<file path="config.mk">
export PLATFORM = sky130hd
export DESIGN_NAME = ucf_framer
export DESIGN_NICKNAME = d
export VERILOG_FILES = /design/src/design/ucf_pkg.sv /design/src/design/ucf_fifo.sv /design/src/design/ucf_framer.sv
export VERILOG_INCLUDE_DIRS = /design/src /design/src/design
export SDC_FILE = /design/constraint.sdc
export NUM_CORES = 1
export LEC_CHECK = 0
export BUFFER_PORTS_ARGS = -buffer_cell sky130_fd_sc_hd__buf_4
export CORE_MARGIN = 1.5
export CORE_UTILIZATION = 60
export CTS_CLUSTER_DIAMETER = 40
export DETAILED_ROUTE_END_ITERATION = 8
export GPL_ROUTABILITY_DRIVEN = 1
export PLACE_DENSITY = 0.9
export SLEW_MARGIN = 20
export SYNTH_ARGS = -nofsm -noshare
export SYNTH_HDL_FRONTEND = slang
export SYNTH_HIERARCHICAL = 1
export SYNTH_SLANG_ARGS = --single-unit
export TNS_END_PERCENT = 100
</file>
<file path="constraint.sdc">
create_clock -name i_clk -period 7.3 [get_ports i_clk]
set_clock_uncertainty 0.2 [all_clocks]
set_input_delay 0.365 -clock i_clk [delete_from_list [all_inputs] [get_ports i_clk]]
set_output_delay 0.365 -clock i_clk [all_outputs]
set_load 0.02 [all_outputs]
</file>
<file path="src/design/ucf_defines.svh">
// Constants of the UART command framer: delimiters, packet kinds, limits.
// Assumes nothing; included by the package users by bare name.
`ifndef UCF_DEFINES_SVH
`define UCF_DEFINES_SVH

// Frame delimiters.
`define UCF_FRAME_START_BYTE 8'h02
`define UCF_FRAME_END_BYTE 8'h03

// Packet kind bytes.
`define UCF_HOST_REQUEST_KIND 8'h52
`define UCF_DEVICE_CONFIRM_KIND 8'h43
`define UCF_DEVICE_NOTICE_KIND 8'h69
`define UCF_HOST_REPLY_KIND 8'h72

// Largest payload the receiver accepts, in bytes; the transmitter does not check it.
`define UCF_MAX_LEN 16'h014D

// Opcode of the transport-enabled event; the value is arbitrary.
`define UCF_TL_ENABLED_OPCODE 8'h00

// Payload FIFO shape.
`define UCF_FIFO_WIDTH 8
`define UCF_FIFO_DEPTH 8

`endif

</file>
<file path="src/design/ucf_pkg.sv">
// Types shared by the UART command framer and its users.
// Assumes the constants of ucf_defines.svh.
package ucf_pkg;

    // Frame header as it travels between framer and firmware.
    typedef struct packed {
        logic [7:0] kind;
        logic [7:0] opcode;
        logic [15:0] length;
    } ucf_hdr_type;

    // Outgoing frame request with its side effects.
    typedef struct packed {
        ucf_hdr_type hdr;
        logic raw_after;
        logic shut_after;
    } ucf_tx_req_type;

    // Transport power states.
    typedef enum logic [2:0] {
        TP_ON = 3'h0,
        TP_OFF = 3'h1,
        TP_WAKE = 3'h2,
        TP_ANNOUNCE = 3'h3,
        TP_DRAIN = 3'h4
    } ucf_tp_type;

    // Frame byte positions, shared by receiver and transmitter.
    typedef enum logic [3:0] {
        FR_IDLE = 4'h0,
        FR_START = 4'h1,
        FR_KIND = 4'h2,
        FR_OP = 4'h3,
        FR_LLO = 4'h4,
        FR_LHI = 4'h5,
        FR_SUM = 4'h6,
        FR_PAY = 4'h7,
        FR_END = 4'h8
    } ucf_pos_type;

endpackage

</file>
<file path="src/design/ucf_fifo.sv">
// Synchronous FIFO with valid and ready on both sides.
// Assumes one clock and a synchronous active-high reset.
`timescale 1ns/1ps
`default_nettype none
module ucf_fifo #(
    parameter int WIDTH = 8,
    parameter int DEPTH = 8
) (
    input wire logic i_clk,
    input wire logic i_rst,
    input wire logic i_in_valid,
    input wire logic [WIDTH-1:0] i_in_data,
    output logic o_in_ready,
    output logic o_out_valid,
    output logic [WIDTH-1:0] o_out_data,
    input wire logic i_out_ready,
    output logic o_empty
);
    localparam int AW = $clog2(DEPTH);

    logic [WIDTH-1:0] mem_q [DEPTH];
    logic [AW:0] wr_q;
    logic [AW:0] rd_q;
    logic full;
    logic push;
    logic pop;

    // Full when pointers differ only in the wrap bit.
    assign o_empty = (wr_q == rd_q);
    assign full = (wr_q[AW] != rd_q[AW]) && (wr_q[AW-1:0] == rd_q[AW-1:0]);
    assign o_in_ready = !full;
    assign o_out_valid = !o_empty;
    assign o_out_data = mem_q[rd_q[AW-1:0]];
    assign push = i_in_valid && !full;
    assign pop = i_out_ready && !o_empty;

    // Storage write.
    always_ff @(posedge i_clk) begin
        if (push) begin
            mem_q[wr_q[AW-1:0]] <= i_in_data;
        end
    end

    // Pointer update.
    always_ff @(posedge i_clk) begin
        if (i_rst) begin
            wr_q <= '0;
            rd_q <= '0;
        end else begin
            wr_q <= wr_q + (AW+1)'(push);
            rd_q <= rd_q + (AW+1)'(pop);
        end
    end
endmodule
`default_nettype wire

</file>
<file path="src/design/ucf_framer.sv">
// UART command framer with hardware wake-up of the transport.
// Assumes a byte-level UART on i_clk (50 MHz) and the host CTS pin asynchronous.
`include "ucf_defines.svh"
`timescale 1ns/1ps
`default_nettype none
module ucf_framer (
    input wire logic i_clk,
    input wire logic i_rst,
    // UART receive byte stream.
    input wire logic i_rx_valid,
    input wire logic [7:0] i_rx_data,
    input wire logic i_rx_break,
    // UART transmit byte stream.
    output logic o_txd_valid,
    output logic [7:0] o_txd_data,
    input wire logic i_txd_ready,
    // Flow control and wake pins.
    input wire logic i_cts_n,
    output logic o_rts_n,
    output logic o_host_wakeup_out,
    output logic o_uart_enable,
    output logic o_raw_mode,
    // Parsed requests to firmware.
    output logic o_req_valid,
    output ucf_pkg::ucf_hdr_type o_req_hdr,
    output logic o_req_pay_valid,
    output logic [7:0] o_req_pay_data,
    output logic o_req_done,
    output logic o_req_drop,
    // Raw received bytes in transparent mode.
    output logic o_raw_rx_valid,
    output logic [7:0] o_raw_rx_data,
    // Outgoing frame requests from firmware.
    input wire logic i_tx_valid,
    input wire ucf_pkg::ucf_tx_req_type i_tx_req,
    output logic o_tx_ready,
    // Outgoing payload or raw bytes.
    input wire logic i_pay_valid,
    input wire logic [7:0] i_pay_data,
    output logic o_pay_ready
);
    import ucf_pkg::*;

    ////////////////////////////////////////////////////////////////////////////////
    // CTS synchroniser and edge detection.

    logic cts_m1_q;
    logic cts_m2_q;
    logic cts_m3_q;
    logic cts_n_q;
    logic cts_fall;

    // Three stages; the stable level moves only when stages two and three agree.
    always_ff @(posedge i_clk) begin
        if (i_rst) begin
            cts_m1_q <= 1'b1;
            cts_m2_q <= 1'b1;
            cts_m3_q <= 1'b1;
            cts_n_q <= 1'b1;
        end else begin
            cts_m1_q <= i_cts_n;
            cts_m2_q <= cts_m1_q;
            cts_m3_q <= cts_m2_q;
            if (cts_m2_q == cts_m3_q) begin
                cts_n_q <= cts_m3_q;
            end
        end
    end

    // A falling edge on the stable level.
    assign cts_fall = cts_n_q && (cts_m2_q == cts_m3_q) && !cts_m3_q;

    ////////////////////////////////////////////////////////////////////////////////
    // Payload FIFO in the transmit path.

    logic fifo_valid;
    logic [7:0] fifo_data;
    logic fifo_pop;
    logic fifo_empty;

    ucf_fifo #(
        .WIDTH(`UCF_FIFO_WIDTH),
        .DEPTH(`UCF_FIFO_DEPTH)
    ) u_fifo (
        .i_clk(i_clk),
        .i_rst(i_rst),
        .i_in_valid(i_pay_valid),
        .i_in_data(i_pay_data),
        .o_in_ready(o_pay_ready),
        .o_out_valid(fifo_valid),
        .o_out_data(fifo_data),
        .i_out_ready(fifo_pop),
        .o_empty(fifo_empty)
    );

    ////////////////////////////////////////////////////////////////////////////////
    // Transmit framer.

    ucf_tp_type tp_q;
    ucf_tp_type tp_d;
    ucf_pos_type tx_q;
    ucf_pos_type tx_d;
    ucf_tx_req_type treq_q;
    logic [15:0] tcnt_q;
    logic txv_q;
    logic [7:0] txb_q;
    logic raw_q;
    logic slot_free;
    logic take_fw;
    logic take_auto;
    logic emit;
    logic [7:0] emit_byte;
    logic [7:0] tx_sum;
    logic raw_emit;
    logic end_emit;
    ucf_tx_req_type auto_req;

    // Transport-enabled event raised by any wake-up.
    assign auto_req.hdr.kind = `UCF_DEVICE_CONFIRM_KIND;
    assign auto_req.hdr.opcode = `UCF_TL_ENABLED_OPCODE;
    assign auto_req.hdr.length = 16'h0000;
    assign auto_req.raw_after = 1'b0;
    assign auto_req.shut_after = 1'b0;

    // Output slot and frame acceptance.
    assign slot_free = !txv_q || i_txd_ready;
    assign take_auto = (tx_q == FR_IDLE) && (tp_q == TP_ANNOUNCE);
    assign take_fw = o_tx_ready && i_tx_valid;
    assign o_tx_ready = (tx_q == FR_IDLE) && (tp_q == TP_ON) && !raw_q && !txv_q;
    assign raw_emit = (tx_q == FR_IDLE) && raw_q && fifo_valid && slot_free;
    assign tx_sum = treq_q.hdr.kind + treq_q.hdr.opcode
                  + treq_q.hdr.length[7:0] + treq_q.hdr.length[15:8];

    // Byte chosen for each frame position.
    assign emit_byte = (tx_q == FR_START) ? `UCF_FRAME_START_BYTE :
                       (tx_q == FR_KIND) ? treq_q.hdr.kind :
                       (tx_q == FR_OP) ? treq_q.hdr.opcode :
                       (tx_q == FR_LLO) ? treq_q.hdr.length[7:0] :
                       (tx_q == FR_LHI) ? treq_q.hdr.length[15:8] :
                       (tx_q == FR_SUM) ? tx_sum :
                       (tx_q == FR_END) ? `UCF_FRAME_END_BYTE :
                       fifo_data;

    // A framed byte leaves when the slot is free and, at the payload position, payload is present.
    assign emit = (tx_q != FR_IDLE) && slot_free && ((tx_q != FR_PAY) || fifo_valid);
    assign end_emit = emit && (tx_q == FR_END);
    assign fifo_pop = (emit && (tx_q == FR_PAY)) || raw_emit;

    // Next frame position.
    always_comb begin
        tx_d = tx_q;
        unique case (tx_q)
            FR_IDLE: begin
                if (take_auto || take_fw) begin
                    tx_d = FR_START;
                end
            end
            FR_START: begin
                if (emit) tx_d = FR_KIND;
            end
            FR_KIND: begin
                if (emit) tx_d = FR_OP;
            end
            FR_OP: begin
                if (emit) tx_d = FR_LLO;
            end
            FR_LLO: begin
                if (emit) tx_d = FR_LHI;
            end
            FR_LHI: begin
                if (emit) tx_d = FR_SUM;
            end
            FR_SUM: begin
                if (emit) tx_d = (treq_q.hdr.length == 16'h0000) ? FR_END : FR_PAY;
            end
            FR_PAY: begin
                if (emit && (tcnt_q == 16'h0001)) tx_d = FR_END;
            end
            FR_END: begin
                if (emit) tx_d = FR_IDLE;
            end
            default: tx_d = FR_IDLE;
        endcase
    end

    // Frame position, header and payload count.
    always_ff @(posedge i_clk) begin
        if (i_rst) begin
            tx_q <= FR_IDLE;
            treq_q <= '0;
            tcnt_q <= 16'h0000;
        end else begin
            tx_q <= tx_d;
            if (take_auto) treq_q <= auto_req;
            else if (take_fw) treq_q <= i_tx_req;
            if (emit && (tx_q == FR_SUM)) tcnt_q <= treq_q.hdr.length;
            else if (fifo_pop && !raw_emit) tcnt_q <= tcnt_q - 16'h0001;
        end
    end

    // Registered UART output byte.
    always_ff @(posedge i_clk) begin
        if (i_rst) begin
            txv_q <= 1'b0;
            txb_q <= 8'h00;
        end else if (emit || raw_emit) begin
            txv_q <= 1'b1;
            txb_q <= raw_emit ? fifo_data : emit_byte;
        end else if (i_txd_ready) begin
            txv_q <= 1'b0;
        end
    end

    assign o_txd_valid = txv_q;
    assign o_txd_data = txb_q;

    // Pass-through mode: entered after its confirm, left on a line break.
    always_ff @(posedge i_clk) begin
        if (i_rst) begin
            raw_q <= 1'b0;
        end else if (end_emit && treq_q.raw_after) begin
            raw_q <= 1'b1;
        end else if (i_rx_break) begin
            raw_q <= 1'b0;
        end
    end

    assign o_raw_mode = raw_q;

    ////////////////////////////////////////////////////////////////////////////////
    // Transport power and wake-up handshake.

    always_comb begin
        tp_d = tp_q;
        unique case (tp_q)
            TP_ON: begin
                if (end_emit && treq_q.shut_after) tp_d = TP_DRAIN;
            end
            TP_DRAIN: begin
                if (!txv_q && fifo_empty) tp_d = TP_OFF;
            end
            TP_OFF: begin
                if (cts_fall) tp_d = TP_ANNOUNCE;
                else if (i_tx_valid || fifo_valid) tp_d = TP_WAKE;
            end
            TP_WAKE: begin
                if (!cts_n_q) tp_d = TP_ANNOUNCE;
            end
            TP_ANNOUNCE: begin
                if (end_emit) tp_d = TP_ON;
            end
            default: tp_d = TP_ON;
        endcase
    end

    // Transport state.
    always_ff @(posedge i_clk) begin
        if (i_rst) begin
            tp_q <= TP_ON;
        end else begin
            tp_q <= tp_d;
        end
    end

    // Pin levels follow the transport state.
    assign o_rts_n = (tp_q == TP_OFF);
    assign o_host_wakeup_out = (tp_q == TP_WAKE) || (tp_q == TP_ANNOUNCE);
    assign o_uart_enable = (tp_q != TP_OFF) && (tp_q != TP_WAKE);

    ////////////////////////////////////////////////////////////////////////////////
    // Receive parser.

    ucf_pos_type rx_q;
    ucf_pos_type rx_d;
    ucf_hdr_type rhdr_q;
    logic [7:0] rsum_q;
    logic [15:0] rcnt_q;
    logic rx_take;
    logic rx_framed;
    logic sum_ok;
    logic len_ok;
    logic req_valid_q;
    logic pay_valid_q;
    logic [7:0] pay_data_q;
    logic done_q;
    logic drop_q;
    logic rawv_q;
    logic [7:0] rawb_q;

    // Bytes count only while the transport is up.
    assign rx_take = i_rx_valid && ((tp_q == TP_ON) || (tp_q == TP_DRAIN));
    assign rx_framed = rx_take && !raw_q;
    assign sum_ok = (rsum_q == i_rx_data);
    assign len_ok = (rhdr_q.length <= `UCF_MAX_LEN);

    // Next parse position; a fault returns to the start-byte hunt.
    always_comb begin
        rx_d = rx_q;
        if (rx_framed) begin
            unique case (rx_q)
                FR_IDLE: begin
                    if (i_rx_data == `UCF_FRAME_START_BYTE) rx_d = FR_KIND;
                end
                FR_KIND: rx_d = FR_OP;
                FR_OP: rx_d = FR_LLO;
                FR_LLO: rx_d = FR_LHI;
                FR_LHI: rx_d = FR_SUM;
                FR_SUM: begin
                    if (!sum_ok || !len_ok) rx_d = FR_IDLE;
                    else rx_d = (rhdr_q.length == 16'h0000) ? FR_END : FR_PAY;
                end
                FR_PAY: begin
                    if (rcnt_q == 16'h0001) rx_d = FR_END;
                end
                FR_END: rx_d = FR_IDLE;
                default: rx_d = FR_IDLE;
            endcase
        end
    end

    // Header capture and running sum.
    always_ff @(posedge i_clk) begin
        if (i_rst) begin
            rx_q <= FR_IDLE;
            rhdr_q <= '0;
            rsum_q <= 8'h00;
            rcnt_q <= 16'h0000;
        end else begin
            rx_q <= rx_d;
            if (rx_framed) begin
                unique case (rx_q)
                    FR_IDLE: rsum_q <= 8'h00;
                    FR_KIND: begin
                        rhdr_q.kind <= i_rx_data;
                        rsum_q <= rsum_q + i_rx_data;
                    end
                    FR_OP: begin
                        rhdr_q.opcode <= i_rx_data;
                        rsum_q <= rsum_q + i_rx_data;
                    end
                    FR_LLO: begin
                        rhdr_q.length[7:0] <= i_rx_data;
                        rsum_q <= rsum_q + i_rx_data;
                    end
                    FR_LHI: begin
                        rhdr_q.length[15:8] <= i_rx_data;
                        rsum_q <= rsum_q + i_rx_data;
                    end
                    FR_SUM: rcnt_q <= rhdr_q.length;
                    FR_PAY: rcnt_q <= rcnt_q - 16'h0001;
                    default: rsum_q <= rsum_q;
                endcase
            end
        end
    end

    // Registered pulses and data toward firmware.
    always_ff @(posedge i_clk) begin
        if (i_rst) begin
            req_valid_q <= 1'b0;
            pay_valid_q <= 1'b0;
            pay_data_q <= 8'h00;
            done_q <= 1'b0;
            drop_q <= 1'b0;
            rawv_q <= 1'b0;
            rawb_q <= 8'h00;
        end else begin
            req_valid_q <= rx_framed && (rx_q == FR_SUM) && sum_ok && len_ok;
            pay_valid_q <= rx_framed && (rx_q == FR_PAY);
            if (rx_take) pay_data_q <= i_rx_data;
            done_q <= rx_framed && (rx_q == FR_END) && (i_rx_data == `UCF_FRAME_END_BYTE);
            drop_q <= rx_framed && (((rx_q == FR_SUM) && !(sum_ok && len_ok))
                   || ((rx_q == FR_END) && (i_rx_data != `UCF_FRAME_END_BYTE)));
            rawv_q <= rx_take && raw_q;
            if (rx_take) rawb_q <= i_rx_data;
        end
    end

    assign o_req_valid = req_valid_q;
    assign o_req_hdr = rhdr_q;
    assign o_req_pay_valid = pay_valid_q;
    assign o_req_pay_data = pay_data_q;
    assign o_req_done = done_q;
    assign o_req_drop = drop_q;
    assign o_raw_rx_valid = rawv_q;
    assign o_raw_rx_data = rawb_q;
endmodule
`default_nettype wire

</file>
==> flow_metrics.py, run 1 <==
metrics = {
    "power_and_ir_drop": {
        "p_total_mw": 4.17,
        "swShare_pct": 36.4,
        "power.leakage_nw": 5.26,
        "p_switching_mw": 1.52,
        "cellPowerDensity_nw_per_um2": 307,
        "combPwrFrac_pct": 29.8,
        "vdd_ir_drop_max_mv": 0.316,
        "p_seq_share_pct": 35.7,
        "p_int_mw": 2.65,
        "clockPowerShare_pct": 34.5,
    },
    "routing": {
        "highest_layer": "met4",
        "vias": 10400,
        "wl_met2_um": 15600,
        "wl_met1_um": 12200,
        "initialDrtViolationCount": 1363,
        "ant_nets": 0,
        "post_drt_wl_per_cell_um": 20.9,
        "drc": 14,
        "wl_met3_um": 3510,
        "firstDrtPassIters": 9,
        "viasPerCell": 6.49,
        "wirelength_um": 33500,
    },
    "floorplan": {
        "dieArea_um2": 19400,
        "start_util_pct": 61.6,
        "die_h_um": 139,
        "rows": 49,
        "die_w_um": 139,
        "pin_count": 126,
        "core_um2": 18100,
    },
    "timing": {
        "setup_viol": 0,
        "whs_ns": 0.115,
        "hold_violations": 0,
        "finalCritPeriodShare_pct": 52.8,
        "tightest_slew_ns": 1.06,
        "post-route-min-period_ns": 3.85,
        "finalWorstSetupSlack_ns": 3.45,
        "rsz0062_at_grt": "false",
        "max_freq_ghz": 0.260,
        "slew_viol_final": 0,
        "relSlewSlack_pct": 29.0,
        "setup_tns_ns": 0,
    },
    "setup_path": {
        "path_delay_family": "simple AND/OR/NAND/NOR gates",
        "critPathMaxFanout": 18,
        "cp_cell_sequence": "xnor2_1 > nand4b_1 > nor4bb_1 > a211oi_1 > and2_1 > nor2_1 > a221oi_1 > nor2_1",
        "timing.rr.start": "u_fifo/rd_q[0]",
        "worst-path-buf-inv": 0,
        "critPathLaunch": "u_fifo/rd_q[0]",
        "end_kind": "register",
        "crit_slowest_cell": "dfxtp_1",
        "worstPathRequired_ns": 7.50,
        "critPathKind": "reg -> reg",
        "crit_top_cell": "nor2_1",
        "cp.arrival_ns": 4.06,
        "cpPeakStageDelay_ns": 1.02,
        "worst_setup_path_start_kind": "register",
    },
    "clocking": {
        "cts_tree": "yes",
        "cts_buffers": 30,
        "clkLatencyLatePin_ns": 0.54,
        "clockBufferDepth": 3,
        "cts_root_buf": "clkbuf_16",
        "path_clk_slew_ns": 0.06,
        "clock-sinks": 216,
        "cts_resized": 0,
        "cts_max_level": 1,
    },
    "placed_design": {
        "place_congestion": 0.948,
        "dp.cells": 1495,
        "portBuffers": 125,
        "placed_area_um2": 12000,
        "preCtsSetupSlack_ns": 3.71,
        "hpwl_um": 20900,
    },
    "yosys": {
        "syn-num-nets": 1307,
        "synthDistinctLibCells": 82,
        "ys_dominant_reg_cell": "dfxtp_1",
        "syn_area_um2": 11100,
        "avgSynthCellArea_um2": 9.19,
        "synth-seq-area-share_pct": 44.6,
        "synth-warning-count": 6,
        "syn_inst": 1212,
        "synth-seq-cells": 216,
        "synth_top_area_cell": "dfxtp_1",
        "synth_common_cells": "dfxtp_1 (152), nand2_1 (152), a21oi_1 (130)",
        "synth_async_sr_flop_share_pct": 0,
        "synth_top_area_share_pct": 27.3,
        "synth-edff-count": 64,
        "ys_top_cells_by_area": "dfxtp_1 (27%), edfxtp_1 (17%), a21oi_1 (5.8%), nand2_1 (5.1%), mux4_1 (3.8%)",
    },
    "cells_and_area": {
        "layout-drive-gt1-share_pct": 15.8,
        "antenna_cells": 0,
        "final_cells": 1603,
        "fin_area_um2": 13600,
        "syn_to_final_growth_pct": 22.0,
        "fill_cells": 1176,
        "nets": 1445,
        "final_core_util_pct": 75.1,
    },
    "worst_hold_path": {
        "holdCritStartpoint": "i_rx_valid",
        "min_path_type": "in -> reg",
    },
    "global_route": {
        "grt_first_pass_wirelength_um": 51600,
        "grt_max_degree": 69,
        "grt.overflow.total": 0,
        "grt_pass1_vias": 9822,
        "antenna_found_initial": 0,
        "grt_use_total_pct": 33.5,
    },
    "status": {
        "status": "finished, violations left",
        "violations": "DRC",
    },
    "run": {
        "maxCapViolCount": 0,
    },
}
[layer usage]
layer  vias up  GRT usage, %
li1       4647             -
met1      4803          41.0
met2       768          55.6
met3       186          6.78
met4         0          18.5
met5         -             0
[power groups by stage]
| stage | Clock [mW] | Combinational (mW) | Sequential (mW) |
|---|---|---|---|
| 2_1_floorplan | 0 | 0.823 | 1.46 |
| 3_3_place_gp | 0 | 1.13 | 1.49 |
| 3_5_place_dp | 0 | 1.15 | 1.50 |
| 4_1_cts | 1.44 | 1.19 | 1.47 |
| 5_1_grt | 1.49 | 1.35 | 1.49 |
| 6_report | 1.44 | 1.24 | 1.49 |
[flip-flops by register name, indices dropped and copies added, names as in the netlist, 3 cells and up]
register and cells:
rcnt_q 16, o_raw_rx_data 8, u_fifo/rd_q 4, u_fifo/mem_q 64, tx_q 4, tp_q 3
o_req_hdr 32, u_fifo/wr_q 4, tcnt_q 16, rx_q 4, treq_q 34, rsum_q 8
o_txd_data 8
[final cells by class]
cell class | instances | area [um^2] | share of cell area (%)
multi-input combinational | 852 | 5550 | 40.8
timing repair buffer | 188 | 1540 | 11.3
clock inverter | 23 | 235 | 1.73
tap | 229 | 287 | 2.11
inverter | 62 | 233 | 1.71
clock buffer | 33 | 783 | 5.76
sequential | 216 | 4960 | 36.5
[worst reg2reg max path: stages, from the launching register on]
cell      delay, ns
dfxtp_1        1.02
xnor2_1        0.22
nand4b_1       0.45
nor4bb_1       0.15
a211oi_1       0.58
and2_1         0.60
nor2_1         0.17
a221oi_1       0.28
nor2_1         0.06
[cells in the final DEF (no fill, tap or decap), types with 13 or more instances in the layout]
cell type,instances
inv_1,61
xnor2_1,13
dfxtp_1,152
a21oi_1,130
a211oi_1,13
nand3_1,36
buf_4,136
fa_1,15
dlygate4sd3_1,52
clkbuf_16,31
edfxtp_1,64
nor4_1,20
nand2b_1,14
nor2b_1,26
ha_1,22
mux4_1,16
o21ai_0,34
mux2i_1,19
nor3_1,36
nor2_1,100
nand2_1,152
[logic make-up after synthesis]
kind of cell / after synthesis / synth area share [%]
and+or+nand+nor: 462 / 20.2
xor gates and xnor gates: 24 / 1.89
muxes: 44 / 6.39
AOI/OAI and AO/OA: 285 / 16.1
adders and majority gates: 37 / 5.17
buffers and inverters: 144 / 5.66
DFF: 216 / 44.6
[timing repair]
item / in CTS / in global routing
endpoints found under the hold margin: 139 / 0
hold buffers: 52 / 0
setup buffers: 0 / 0
endpoints found under the setup margin: 0 / 0
[path summary, 6_finish.rpt]
check | to | slack [ns] | cells after the start
worst max register to register | tcnt_q[1] | 3.45 | 8
worst min register to register | cts_m2_q | 0.23 | 1
worst max-delay path | tcnt_q[1] | 3.45 | 8
worst min-delay path | o_req_done | 0.12 | 5
Power figures use the tool's default switching activity.
==> inputs of run 2 (changes only) <==
Settings changed: CORE_UTILIZATION 60 to 59, PLACE_DENSITY 0.9 to 0.88.
Clock period 7.3 ns to 3.56 ns, I/O delays scaled along.
==> run 2 against run 1 <==
  * The run now ends clean
  * Non-clock buffer count grew 15
  * Via count decreased by 0.57%
  * Setup slack worse by 3.3 ns
==> flow_metrics.py, run 2 (synthesized netlist as in run 1, its figures left out) <==
metrics = {
    "global_route": {
        "grt.overflow.total": 0,
        "antenna_found_initial": 0,
        "grt_pass1_vias": 10100,
        "grt_use_total_pct": 34.4,
        "grt_max_degree": 79,
        "grt_first_pass_wirelength_um": 53300,
    },
    "timing": {
        "hold_violations": 0,
        "tightest_slew_ns": 1.06,
        "finalWorstSetupSlack_ns": 0.118,
        "setup_tns_ns": 0,
        "setup_viol": 0,
        "rsz0062_at_grt": "false",
        "max_freq_ghz": 0.291,
        "finalCritPeriodShare_pct": 96.7,
        "relSlewSlack_pct": 28.6,
        "post-route-min-period_ns": 3.44,
        "slew_viol_final": 0,
    },
    "setup_path": {
        "cpPeakStageDelay_ns": 0.58,
        "critPathMaxFanout": 5,
        "timing.rr.start": "treq_q[12]",
        "cp_cell_sequence": "inv_1 > fa_1 > fa_1 > inv_1 > ha_1 > a21o_1 > a21oi_1 > nor3_1 > o32ai_1 > a211o_1 > a21oi_1",
        "worst_setup_path_start_kind": "register",
        "worstPathRequired_ns": 3.73,
        "reg2regPathDepth": 11,
        "r2r_setup_slack_ns": 0.12,
        "end_kind": "register",
        "crit_slowest_cell": "fa_1",
        "cp.arrival_ns": 3.61,
        "critPathKind": "reg -> reg",
        "worstReg2RegEnd": "o_txd_data[4]",
    },
    "cells_and_area": {
        "antenna_cells": 0,
        "largest_reg_flops": 64,
        "regArea_um2": 4970,
        "mostFrequentLayoutCells": "nand2_1 (152), dfxtp_1 (151), buf_4 (146)",
        "syn_to_final_growth_pct": 25.0,
        "nets": 1465,
        "multiInputGateArea_um2": 5540,
        "fill_cells": 1235,
        "layout-drive-gt1-share_pct": 16.7,
        "final_common_cell": "nand2_1",
        "final_core_util_pct": 74.9,
        "final_cells": 1629,
    },
    "status": {
        "status": "finished, final reports clean",
    },
    "run": {
        "maxCapViolCount": 0,
    },
    "routing": {
        "ant_nets": 0,
        "post_drt_wl_per_cell_um": 20.7,
        "firstDrtPassIters": 8,
        "initialDrtViolationCount": 1128,
        "vias": 10300,
        "viasPerCell": 6.35,
        "wirelength_um": 33700,
        "drc": 0,
    },
    "clocking": {
        "path_clk_slew_ns": 0.06,
        "cts_buffers": 35,
        "cts_setup_buffers": 0,
        "clkLatencyLatePin_ns": 0.51,
        "cts_root_buf": "clkbuf_16",
        "cts_max_level": 2,
        "cts_tree": "yes",
        "clock-sinks": 216,
        "clockBufferDepth": 3,
    },
    "worst_hold_path": {
        "min_path_type": "in -> reg",
        "holdCritStartpoint": "i_tx_valid",
        "holdPathEnd": "tp_q[1]",
        "holdPathStages": 6,
    },
    "placed_design": {
        "place_congestion": 0.984,
        "hpwl_um": 21300,
        "dp.cells": 1511,
        "preCtsSetupSlack_ns": 0.236,
        "portBuffers": 125,
    },
    "floorplan": {
        "core_um2": 18600,
        "start_util_pct": 59.9,
        "die_w_um": 140,
        "rows": 50,
        "pin_count": 126,
        "dieArea_um2": 19700,
        "die_h_um": 140,
    },
    "power_and_ir_drop": {
        "power.leakage_nw": 5.43,
        "vdd_ir_drop_max_mv": 0.557,
        "cellPowerDensity_nw_per_um2": 656,
    },
}
run 2: final cells by class:
class | count | share of cell area (%)
Timing Repair Buffer | 203 | 12.0
Clock buffer | 41 | 6.52
Sequential cell | 216 | 35.7
Clock inverter | 21 | 2.19
Multi-Input combinational cell | 852 | 39.8
Tap cell | 234 | 2.10
Inverter | 62 | 1.67
run 2: how the worst max path moves through the flow:
stage                               end  cells past startpoint  startpoint  slack, ns
after floorplan           o_txd_data[2]                     12   treq_q[3]       0.44
after global placement    o_txd_data[2]                     12   treq_q[3]       0.29
after detailed placement  o_txd_data[5]                     13   treq_q[3]       0.24
after CTS                 o_txd_data[5]                     13   treq_q[3]       0.21
after global routing      o_txd_data[4]                     11   treq_q[4]       0.01
final                     o_txd_data[4]                     11  treq_q[12]       0.12
run 2: where the power goes:
group	total [mW]	leakage (nW)	switching [mW]	internal (mW)
Clock	3.52	0.587	1.23	2.29
Sequential	3.04	1.81	0.288	2.75
Combinational	2.58	3.03	1.58	1.00
Total	9.14	5.43	3.10	6.04
run 2: worst max-delay path: cells and delay by family, from the launching register on:
family	cells	cell delay (ns)
adders and majority gates	3	1.34
AOI/OAI and AO/OA	5	1.14
DFF	1	0.40
buffers and inverters	2	0.14
and+or+nand+nor	1	0.08
run 2: metal layers:
metal	GRT usage [%]	wire, um	share of wire (%)
met2	58.5	16300	48
met4	16.2	1650	4.9
met5	0	0	0
met3	5.61	3200	9.5
met1	43.0	12600	37
run 2: repair_timing:
item,CTS,global route
hold endpoints to repair,169,0
setup endpoints to repair,0,2
hold buffers,56,0
resized for setup,0,1
run 2: through the flow:
stage,power (mW),hold slack (ns),area [um^2]
after detailed placement,5.49,0.194,12100
after global placement,5.44,0.185,12100
after CTS,9.06,0.0374,13900
after floorplan,4.68,0.0496,11100
final,9.14,0.0240,13900
after global routing,9.51,0.0990,13900
